$ cat src/hdl/urx_pkg.sv
// package of constants and types for the uart receive buffer block
//
// Notes on behaviour
// RULE_01: with nine-bit characters software reads the ninth bit before the data byte.
// RULE_02: a data read advances the buffer read pointer to the next entry.
// RULE_03: software reads error status before the data location.
// RULE_04: receive complete reads one while any unread entry is buffered.
// RULE_05: clearing receiver enable flushes the buffer; receive complete drops.
// RULE_06: interrupt request stays high while flag, enable and global enable are set.
// RULE_07: error flags are buffered with their frame and shown for the read entry.
// RULE_08: software writes to the error flag positions have no effect.
// RULE_09: software writes zeros to the error flag positions.
// RULE_10: no error flag raises an interrupt.
// RULE_11: frame error is the inverse of the first stop bit; stop count ignored.
// RULE_12: overrun when buffer full, shifter waiting, and a new start bit arrives.
// RULE_13: overrun clears when a frame moves into the buffer.
// RULE_14: parity checked only while parity enable is set, against received parity.
// RULE_15: parity error stored only if checking was enabled when the frame arrived.
// RULE_16: parity error reads zero while checking is disabled.
// RULE_17: disabling the receiver aborts any reception at once.
// RULE_18: a disabled receiver releases the receive pin.
// RULE_19: software flushes by reading data until receive complete clears.
// RULE_20: shift to the first stop bit, ignore a second, then store the frame.
// RULE_21: unused upper data bits of short frames read as zero.
// RULE_22: setting receiver enable enables reception and claims the receive pin.
// RULE_23: parity odd select zero means even parity, one means odd.
`default_nettype none
package urx_pkg;
    // register offsets
    localparam logic [1:0] ADDR_DATA = 2'h0;    // serial_data_location
    localparam logic [1:0] ADDR_STATUS = 2'h1;  // serial_status_reg
    localparam logic [1:0] ADDR_CONTROL = 2'h2; // serial_control_reg
    localparam logic [1:0] ADDR_FORMAT = 2'h3;  // serial_format_reg
    // status bit positions
    localparam int ST_RXC = 7;
    localparam int ST_FE = 4;
    localparam int ST_DOR = 3;
    localparam int ST_UPE = 2;
    // control bit positions
    localparam int CT_RXCIE = 7;
    localparam int CT_RXEN = 4;
    localparam int CT_SZ2 = 2;
    localparam int CT_RXB8 = 1;
    // format bit positions
    localparam int FM_PEN = 5;
    localparam int FM_PODD = 4;
    localparam int FM_SBS = 3;
    localparam int FM_SZ1 = 2;
    localparam int FM_SZ0 = 1;
    // reset values
    localparam logic [7:0] CONTROL_RST = 8'h00;
    localparam logic [7:0] FORMAT_RST = 8'h06;
    // baud timing: bit time in clock cycles, half bit for start centre
    localparam int BIT_CYCLES = 16;
    localparam int HALF_CYCLES = BIT_CYCLES / 2;
    localparam int BUF_DEPTH = 2;
    typedef enum logic [1:0] {RX_IDLE, RX_START, RX_BITS} urx_state_t;
endpackage : urx_pkg
`default_nettype wire

$ cat src/hdl/urx_top.sv
// receive side of a serial transceiver with two-entry status buffer
//
// The register offsets and the address-and-strobe port were left to the implementer.
`default_nettype none
module urx_top
    import urx_pkg::*;
#(
    parameter int BIT_CYC = BIT_CYCLES
) (
    input wire logic clk,             // system clock, 50 MHz
    input wire logic rstn,            // synchronous reset, active low
    input wire logic [1:0] addr,      // register address
    input wire logic [7:0] wdata,     // write data
    input wire logic wr,              // write strobe
    input wire logic rd,              // read strobe
    input wire logic global_irq_en,   // global interrupt enable
    input wire logic serial_rx_pin,   // serial line input
    output logic [7:0] rdata,         // read data, cycle after rd
    output logic rx_irq,              // receive complete interrupt request
    output logic rx_pin_claimed       // high while receiver owns the pin
);
    // entry: {fe, dor, upe, spare, ninth, data}
    typedef struct packed {
        logic [2:0] sync;
        logic line;
        urx_state_t state;
        logic [7:0] cnt;
        logic [3:0] bitn;
        logic [10:0] shreg;
        logic waiting;
        logic [12:0] wait_ent;
        logic dor_pend;
        logic [1:0][12:0] ent;
        logic rptr;
        logic [1:0] count;
        logic [7:0] control;
        logic [7:0] format;
        logic [7:0] rdata;
        logic irq;
        logic claim;
    } urx_st_t;

    urx_st_t s_reg, s_next;

    // ----------------------------------------
    // frame decode
    // ----------------------------------------
    // frame geometry from size code
    logic [2:0] csz;
    logic [3:0] ndata;
    logic [3:0] nbits;
    logic rxen;
    logic [12:0] head;
    logic [12:0] frame_ent;
    logic [8:0] dmask;
    logic par_calc;
    logic fe_bit;
    logic par_bit;
    logic [9:0] dwide;

    always_comb begin
        csz = {s_reg.control[CT_SZ2], s_reg.format[FM_SZ1], s_reg.format[FM_SZ0]};
        unique case (csz)
            3'h0: ndata = 4'h5;
            3'h1: ndata = 4'h6;
            3'h2: ndata = 4'h7;
            3'h7: ndata = 4'h9;
            default: ndata = 4'h8;
        endcase
        nbits = ndata + {3'h0, s_reg.format[FM_PEN]} + 4'h1;
        rxen = s_reg.control[CT_RXEN];
        head = s_reg.ent[s_reg.rptr];
        // RULE_21 mask short frames
        dmask = 9'h1ff >> (4'h9 - ndata);
        // received bits sit at the top of shreg after shifting nbits - 1 in; the stop bit is not shifted
        dwide = s_reg.shreg[10:1] >> (4'hb - nbits);
        // RULE_11 first stop bit only
        fe_bit = ~s_reg.line;
        par_bit = dwide[ndata];
        // RULE_23 odd select inverts
        par_calc = (^(dwide[8:0] & dmask)) ^ s_reg.format[FM_PODD];
        // RULE_14 RULE_15 checker only while enabled
        frame_ent = {fe_bit, 1'b0,
            s_reg.format[FM_PEN] & (par_calc != par_bit), 1'b0, // bit 9 spare
            dwide[8:0] & dmask};
    end

    // ----------------------------------------
    // next state
    // ----------------------------------------
    // next state
    always_comb begin
        s_next = s_reg;
        s_next.sync = {s_reg.sync[1:0], serial_rx_pin};
        if (s_reg.sync[2] == s_reg.sync[1]) begin
            s_next.line = s_reg.sync[1];
        end
        s_next.rdata = 8'h00;
        // register reads
        if (rd) begin
            unique case (addr)
                ADDR_DATA: s_next.rdata = head[7:0];
                // RULE_04 RULE_07 RULE_16 flags of head entry
                ADDR_STATUS: s_next.rdata = {s_reg.count != 2'h0, 2'h0,
                    head[12] & (s_reg.count != 2'h0),
                    head[11] & (s_reg.count != 2'h0),
                    head[10] & (s_reg.count != 2'h0) & s_reg.format[FM_PEN], 2'h0};
                ADDR_CONTROL: s_next.rdata = {s_reg.control[7:2],
                    head[8] & (s_reg.count != 2'h0), 1'b0};
                default: s_next.rdata = s_reg.format;
            endcase
        end
        // RULE_02 data read pops head
        if (rd && addr == ADDR_DATA && s_reg.count != 2'h0) begin
            s_next.rptr = ~s_reg.rptr;
            s_next.count = s_reg.count - 2'h1;
        end
        // RULE_08 status writes ignored
        if (wr && addr == ADDR_CONTROL) begin
            s_next.control = {wdata[7:2], 2'h0};
        end
        if (wr && addr == ADDR_FORMAT) begin
            s_next.format = wdata;
        end
        // move waiting frame into buffer when room opens
        if (s_reg.waiting && s_next.count != 2'h2) begin
            s_next.ent[s_next.rptr ^ s_next.count[0]] = s_reg.wait_ent;
            s_next.count = s_next.count + 2'h1;
            s_next.waiting = 1'b0;
        end
        // line state machine
        s_next.cnt = s_reg.cnt + 8'h01;
        unique case (s_reg.state)
            RX_IDLE: begin
                s_next.cnt = 8'h00;
                if (!s_reg.line) begin
                    s_next.state = RX_START;
                    // RULE_12 start with full buffer and waiting frame
                    if (s_reg.waiting && s_next.waiting) begin
                        s_next.waiting = 1'b0;
                        s_next.dor_pend = 1'b1;
                    end
                end
            end
            RX_START: begin
                if (s_reg.cnt == 8'(BIT_CYC / 2 - 1)) begin
                    s_next.cnt = 8'h00;
                    s_next.bitn = 4'h0;
                    s_next.state = s_reg.line ? RX_IDLE : RX_BITS;
                end
            end
            RX_BITS: begin
                if (s_reg.cnt == 8'(BIT_CYC - 1)) begin
                    s_next.cnt = 8'h00;
                    s_next.bitn = s_reg.bitn + 4'h1;
                    // RULE_20 stop bit ends frame, second ignored
                    if (s_reg.bitn == nbits - 4'h1) begin
                        s_next.state = RX_IDLE;
                        s_next.wait_ent = frame_ent;
                        // RULE_13 dor bit follows pending loss
                        s_next.wait_ent[11] = s_reg.dor_pend;
                        s_next.dor_pend = 1'b0;
                        if (s_next.count != 2'h2) begin
                            s_next.ent[s_next.rptr ^ s_next.count[0]] = s_next.wait_ent;
                            s_next.count = s_next.count + 2'h1;
                        end else begin
                            s_next.waiting = 1'b1;
                        end
                    end else begin
                        s_next.shreg = {s_reg.line, s_reg.shreg[10:1]};
                    end
                end
            end
            // spare state code cannot arise; recover to idle anyway
            default: s_next.state = RX_IDLE;
        endcase
        // RULE_05 RULE_17 disable flushes and aborts at once
        if (!s_next.control[CT_RXEN]) begin
            s_next.state = RX_IDLE;
            s_next.count = 2'h0;
            s_next.waiting = 1'b0;
            s_next.dor_pend = 1'b0;
        end
        // RULE_06 RULE_10 only receive complete requests
        s_next.irq = (s_next.count != 2'h0) & s_next.control[CT_RXCIE] & global_irq_en;
        // RULE_18 RULE_22 pin ownership
        s_next.claim = s_next.control[CT_RXEN];
    end

    // ----------------------------------------
    // state register and outputs
    // ----------------------------------------
    // state register
    always_ff @(posedge clk) begin
        if (!rstn) begin
            s_reg <= '0;
            s_reg.sync <= 3'h7;
            s_reg.line <= 1'b1;
            s_reg.state <= RX_IDLE;
            s_reg.control <= CONTROL_RST;
            s_reg.format <= FORMAT_RST;
        end else begin
            s_reg <= s_next;
        end
    end

    assign rdata = s_reg.rdata;
    assign rx_irq = s_reg.irq;
    assign rx_pin_claimed = s_reg.claim;

    // ----------------------------------------
    // assertions
    // ----------------------------------------
    property p_rxc_flag;
        @(posedge clk) disable iff (!rstn)
        rd && addr == ADDR_STATUS |=> rdata[ST_RXC] == ($past(s_reg.count) != 2'h0);
    endproperty
    a_rxc_flag: assert property (p_rxc_flag) else $error("rxc mismatch"); // RULE_04

    property p_flush;
        @(posedge clk) disable iff (!rstn)
        !s_next.control[CT_RXEN] |=> s_reg.count == 2'h0 && !rx_irq;
    endproperty
    a_flush: assert property (p_flush) else $error("no flush"); // RULE_05

    property p_pop;
        @(posedge clk) disable iff (!rstn)
        rd && addr == ADDR_DATA && s_reg.count != 2'h0 && rxen |=> s_reg.rptr != $past(s_reg.rptr);
    endproperty
    a_pop: assert property (p_pop) else $error("no pop"); // RULE_02

    property p_irq;
        @(posedge clk) disable iff (!rstn)
        ##1 rx_irq == ($past(s_next.count) != 2'h0 && $past(s_next.control[CT_RXCIE])
            && $past(global_irq_en));
    endproperty
    a_irq: assert property (p_irq) else $error("irq wrong"); // RULE_06

    property p_upe_off;
        @(posedge clk) disable iff (!rstn)
        rd && addr == ADDR_STATUS && !s_reg.format[FM_PEN] |=> !rdata[ST_UPE];
    endproperty
    a_upe_off: assert property (p_upe_off) else $error("upe set"); // RULE_16

    property p_claim;
        @(posedge clk) disable iff (!rstn)
        wr && addr == ADDR_CONTROL |=> rx_pin_claimed == $past(wdata[CT_RXEN]);
    endproperty
    a_claim: assert property (p_claim) else $error("pin claim"); // RULE_18

    property p_abort;
        @(posedge clk) disable iff (!rstn)
        !s_next.control[CT_RXEN] |=> s_reg.state == RX_IDLE;
    endproperty
    a_abort: assert property (p_abort) else $error("no abort"); // RULE_17

    property p_stwr;
        @(posedge clk) disable iff (!rstn)
        wr && addr == ADDR_STATUS && rxen |=> s_reg.count >= $past(s_reg.count);
    endproperty
    a_stwr: assert property (p_stwr) else $error("status write effect"); // RULE_08

    // entry path and pin checks, independent of the bus read path
    property p_overrun;
        @(posedge clk) disable iff (!rstn)
        s_reg.state == RX_IDLE && !s_reg.line && s_reg.waiting && s_reg.count == 2'h2
            && !(rd && addr == ADDR_DATA) && s_next.control[CT_RXEN] |=> s_reg.dor_pend;
    endproperty
    a_overrun: assert property (p_overrun) else $error("overrun not marked"); // RULE_12

    property p_dor_clear;
        @(posedge clk) disable iff (!rstn)
        s_reg.state == RX_BITS && s_next.state == RX_IDLE |=> !s_reg.dor_pend;
    endproperty
    a_dor_clear: assert property (p_dor_clear) else $error("overrun kept"); // RULE_13

    property p_irq_source;
        @(posedge clk) disable iff (!rstn)
        rx_irq |-> s_reg.count != 2'h0 && s_reg.control[CT_RXCIE];
    endproperty
    a_irq_source: assert property (p_irq_source) else $error("irq without data"); // RULE_10

    property p_claim_level;
        @(posedge clk) disable iff (!rstn)
        rx_pin_claimed == s_reg.control[CT_RXEN];
    endproperty
    a_claim_level: assert property (p_claim_level) else $error("pin owner wrong"); // RULE_22

    property p_upe_gate;
        @(posedge clk) disable iff (!rstn)
        s_reg.state == RX_BITS && !s_reg.format[FM_PEN] |-> !frame_ent[10];
    endproperty
    a_upe_gate: assert property (p_upe_gate) else $error("parity flag ungated"); // RULE_15

    // ----------------------------------------
    // cover points
    // ----------------------------------------
    c_frame: cover property (@(posedge clk) s_reg.count == 2'h1 ##1 s_reg.count == 2'h2);
    c_over: cover property (@(posedge clk) s_next.dor_pend && !s_reg.dor_pend);
    c_irq: cover property (@(posedge clk) rx_irq);
    c_parity: cover property (@(posedge clk) s_reg.state == RX_BITS && s_next.state == RX_IDLE
        && frame_ent[10]);
    c_flush: cover property (@(posedge clk) s_reg.count != 2'h0 && !s_next.control[CT_RXEN]);
endmodule : urx_top
`default_nettype wire

$ cat config.mk
export PLATFORM = sky130hd
export DESIGN_NAME = urx_top
export DESIGN_NICKNAME = d
export VERILOG_FILES = /design/src/hdl/urx_pkg.sv /design/src/hdl/urx_top.sv
export SDC_FILE = /design/constraint.sdc
export NUM_CORES = 1
export LEC_CHECK = 0
export BUFFER_PORTS_ARGS = -buffer_cell sky130_fd_sc_hd__buf_2
export CAP_MARGIN = 10
export CELL_PAD_IN_SITES_DETAIL_PLACEMENT = 1
export CELL_PAD_IN_SITES_GLOBAL_PLACEMENT = 1
export CORE_UTILIZATION = 43
export DETAILED_ROUTE_END_ITERATION = 8
export GPL_ROUTABILITY_DRIVEN = 0
export PLACE_DENSITY = 0.81
export SKIP_LAST_GASP = 1
export SLEW_MARGIN = 20
export SYNTH_ARGS = -nofsm -noshare
export SYNTH_HDL_FRONTEND = slang
export SYNTH_SLANG_ARGS = --single-unit
$ cat constraint.sdc
create_clock -name clk -period 3.7 [get_ports clk]
set_input_delay 0.185 -clock clk [delete_from_list [all_inputs] [get_ports clk]]
set_output_delay 0.185 -clock clk [all_outputs]
set_load 0.03 [all_outputs]
==> flow_summary.yaml <==
status:
  outcome: "finished, final reports clean"
routing:
  first_pass_iters: 4
  avgRoutedWirePerCell_um: 18.9
  avgViaCountPerCell: 5.70
  num_vias: 4620
  drc: 0
  first_iter_violations: 300
  routed_wl_um: 15300
  ant_nets: 0
critical_path:
  crit_fanout: 4
  crit_chain: "buf_4 -> xnor2_4 -> or2_1 -> inv_1 -> ha_4 -> or3b_4 -> o22ai_4 -> nand2_2 -> nor2_4 -> xnor3_1 -> xnor3_2 -> xnor2_2 -> nor3_1 -> or3_1"
  rrSetupSlack_ns: 0.02
  crit_family: "simple AND/OR/NAND/NOR gates"
  rr_endpoint: "s_reg[66]"
  critPathKind: "reg2reg"
  slowest_stage: "xnor3_1"
  cp_num_buf_inv: 2
  end_kind: "flop"
  reg2reg_from: "csz[0]"
  worstSetupStartpointType: "flop"
  cpPeakStageDelay_ns: 0.44
  arrival_ns: 3.92
  cp.required_ns: 3.94
  reg2reg_depth: 14
global_route:
  first_global_vias: 4823
  grt-ovfl-total: 0
  track_usage_pct: 24.6
  grt_antenna_before_repair: 0
  grt_max_degree: 44
  grt_pass1_wl_um: 24700
placed_design:
  place_inst: 786
  dp_hpwl_um: 10700
  port_buffers: 25
logic_synthesis:
  async_reset_ff_share_pct: 0
  ys_seq_area_share_pct: 34.2
  syn-num-nets: 634
  yosysUniqueCellTypes: 65
  syn_area_per_cell_um2: 8.85
  synth-seq-cells: 92
  ys.flop_type: "dfxtp_1"
  postSynthCellCount: 609
  synth_area_mm2: 0.00539
  yosys_warnings: 0
  synth_edf_count: 0
timing:
  worst_hold_slack_ns: 0.00941
  skew_ns: 0.00769
  fin_setup_tns_ns: 0
  slew_headroom_pct: 50.5
  worst_slew_pin_slew_ns: 0.742
  fmax_mhz: 272
  setup_viol: 0
  rsz0062_at_grt: "yes"
  drv_slew: 0
  min_period_over_period_pct: 99.3
  hold_viol_final: 0
  finalCriticalPeriod_ns: 3.68
clock_tree:
  clk_pin_slew_ns: 0.07
  cts_max_level: 3
  numCtsBuffers: 9
  cts_tree: "yes"
  cts.sinks: 92
  root_buffer: "clkbuf_16"
  cts_buffer_depth: 2
  insertion_delay_ns: 0.35
pwr:
  ir_drop_v: 0.000231
  netSwitchingFraction_pct: 26.4
  combPwrFrac_pct: 14.5
  p_clk_share_pct: 43.2
  p_switching_mw: 0.627
  pwr-share-seq_pct: 42.3
  power_density_mw_per_mm2: 381
  total_power_mw: 2.37
  leakagePower_nw: 2.74
  p_int_mw: 1.75
floorplanning:
  die_y_um: 114
  core_mm2: 0.0121
  rows: 40
  start_util_pct: 44.5
  die_w_um: 114
  pin_count: 26
  die_area_mm2: 0.0130
layout:
  diodes: 0
  area_delta_synth_final_pct: 15.5
  final_nets: 662
  fillers: 1439
  drive_above_1_share_pct: 20.6
  final_cells: 810
  seqCellArea_mm2: 0.00185
  fin_util_pct: 51.4
  largest_reg_flops: 77
  multi_input_area_mm2: 0.00332
job:
  drv_cap: 0
worst_hold_path:
  hp-start: "serial_rx_pin"
  holdPathStages: 2
  hold-path-endpoint: "s_next[97]"
  hold_path.class: "in2reg"
[routing by layer]
| metal | part of all wire [%] | up-vias | GRT usage (%) |
|---|---|---|---|
| li1 | - | 2187 | - |
| met3 | 3.2 | 26 | 3.99 |
| met5 | 0 | - | 0 |
| met1 | 43 | 2325 | 29.1 |
| met4 | 2.3 | 0 | 9.52 |
| met2 | 51 | 82 | 44.4 |
[repair_timing]
item	4_1_cts	5_1_grt
resized for setup	3	12
setup buffers	0	8
pin swaps	0	7
endpoints found under the setup margin	12	13
hold buffers	0	0
[cells in the mapped netlist (all sizes together), types with 2 or more instances]
master | count | area [um2]
a211oi | 10 | 85.1
a21boi | 18 | 135
a21o | 2 | 15.0
a21oi | 19 | 110
a22oi | 4 | 30.0
a31oi | 3 | 18.8
a32oi | 3 | 26.3
and2 | 4 | 25.0
and3 | 4 | 25.0
buf | 21 | 159
clkbuf | 30 | 113
dfxtp | 92 | 1840
ha | 9 | 113
inv | 18 | 67.6
mux2 | 8 | 90.1
mux2i | 53 | 531
mux4 | 5 | 113
nand2 | 75 | 289
nand2b | 10 | 62.6
nand3 | 31 | 155
nand3b | 7 | 52.6
nor2 | 52 | 195
nor2b | 17 | 106
nor3 | 10 | 66.3
nor4 | 4 | 40.0
o2111ai | 2 | 17.5
o211a | 22 | 220
o211ai | 4 | 30.0
o21ai | 16 | 80.1
o21bai | 2 | 15.0
o22ai | 4 | 52.6
o31ai | 3 | 22.5
o32a | 2 | 20.0
o32ai | 2 | 17.5
or2 | 3 | 18.8
or3 | 3 | 18.8
or3b | 2 | 20.0
or4 | 2 | 15.0
xnor2 | 12 | 124
xnor3 | 4 | 91.3
xor2 | 9 | 86.3
[final cells by class]
class                   count  area share (%)
well taps                 168            3.37
clock buffers              11            3.90
inverters                  18            1.08
multi-input cells         448            53.3
flip-flops and latches     92            29.6
clock inverters             5            1.33
repair buffers             68            7.39
[worst reg2reg max path, stage by stage, from the launching register on]
cell and delay [ns]:
dfxtp_2 0.34, buf_4 0.16, xnor2_4 0.13, or2_1 0.23, inv_1 0.10, ha_4 0.14, or3b_4 0.38, o22ai_4 0.23
nand2_2 0.13, nor2_4 0.18, xnor3_1 0.44, xnor3_2 0.44, xnor2_2 0.21, nor3_1 0.09, or3_1 0.37
[layout by cell type (no fill, tap or decap), types with 3 or more instances in the layout]
cell	instances
dfxtp_1	89
nand2_1	73
mux2i_1	53
nor2_1	50
buf_4	42
nand3_1	31
buf_2	25
o211a_1	22
inv_1	18
a21boi_0	18
nor2b_1	17
o21ai_0	15
a21oi_1	15
nand2b_1	10
xnor2_1	9
clkbuf_16	9
mux2_2	8
a211oi_1	8
nor3_1	8
xor2_1	7
nand3b_1	7
ha_1	7
mux4_2	5
and3_1	4
o211ai_1	4
a22oi_1	4
xnor3_1	3
nor4_1	3
or3_1	3
o31ai_1	3
a31oi_1	3
and2_1	3
dfxtp_2	3
[cell families after synthesis]
family / after synthesis / synth area share (%)
flip-flops: 92 / 34.2
XOR/XNOR: 25 / 5.59
AND/OR/NAND/NOR: 226 / 20.5
buffers and inverters: 69 / 6.29
adder cells (fa/ha/maj): 9 / 2.09
multiplexers: 66 / 13.6
AO/OA/AOI/OAI: 122 / 17.7
[power groups by stage]
stage | combinational, mW | clock, mW | sequential [mW]
after floorplan | 0.233 | 0 | 1.03
after detailed placement | 0.317 | 0 | 1.03
after CTS | 0.322 | 1.04 | 1.00
final | 0.345 | 1.03 | 1.00
after global placement | 0.304 | 0 | 1.03
after global routing | 0.370 | 1.08 | 1.00
[stage by stage]
step | worst slack (ns) | instance area, um2
2_1_floorplan | 0.000488 | 5430
3_3_place_gp | 0.0283 | 5770
3_5_place_dp | -0.0537 | 5770
4_1_cts | 0.0367 | 6110
5_1_grt | -0.128 | 6230
6_report | 0.0244 | 6230
[worst max-delay path by stage]
stage          cells past startpoint  startpoint        end
2_1_floorplan                     18      csz[2]  s_reg[66]
4_1_cts                           15      csz[0]  s_reg[66]
3_5_place_dp                      13   s_reg[26]  s_reg[35]
5_1_grt                           14      csz[0]  s_reg[66]
6_report                          14      csz[0]  s_reg[66]
3_3_place_gp                      13   s_reg[26]  s_reg[30]
Power figures use the tool's default switching activity.
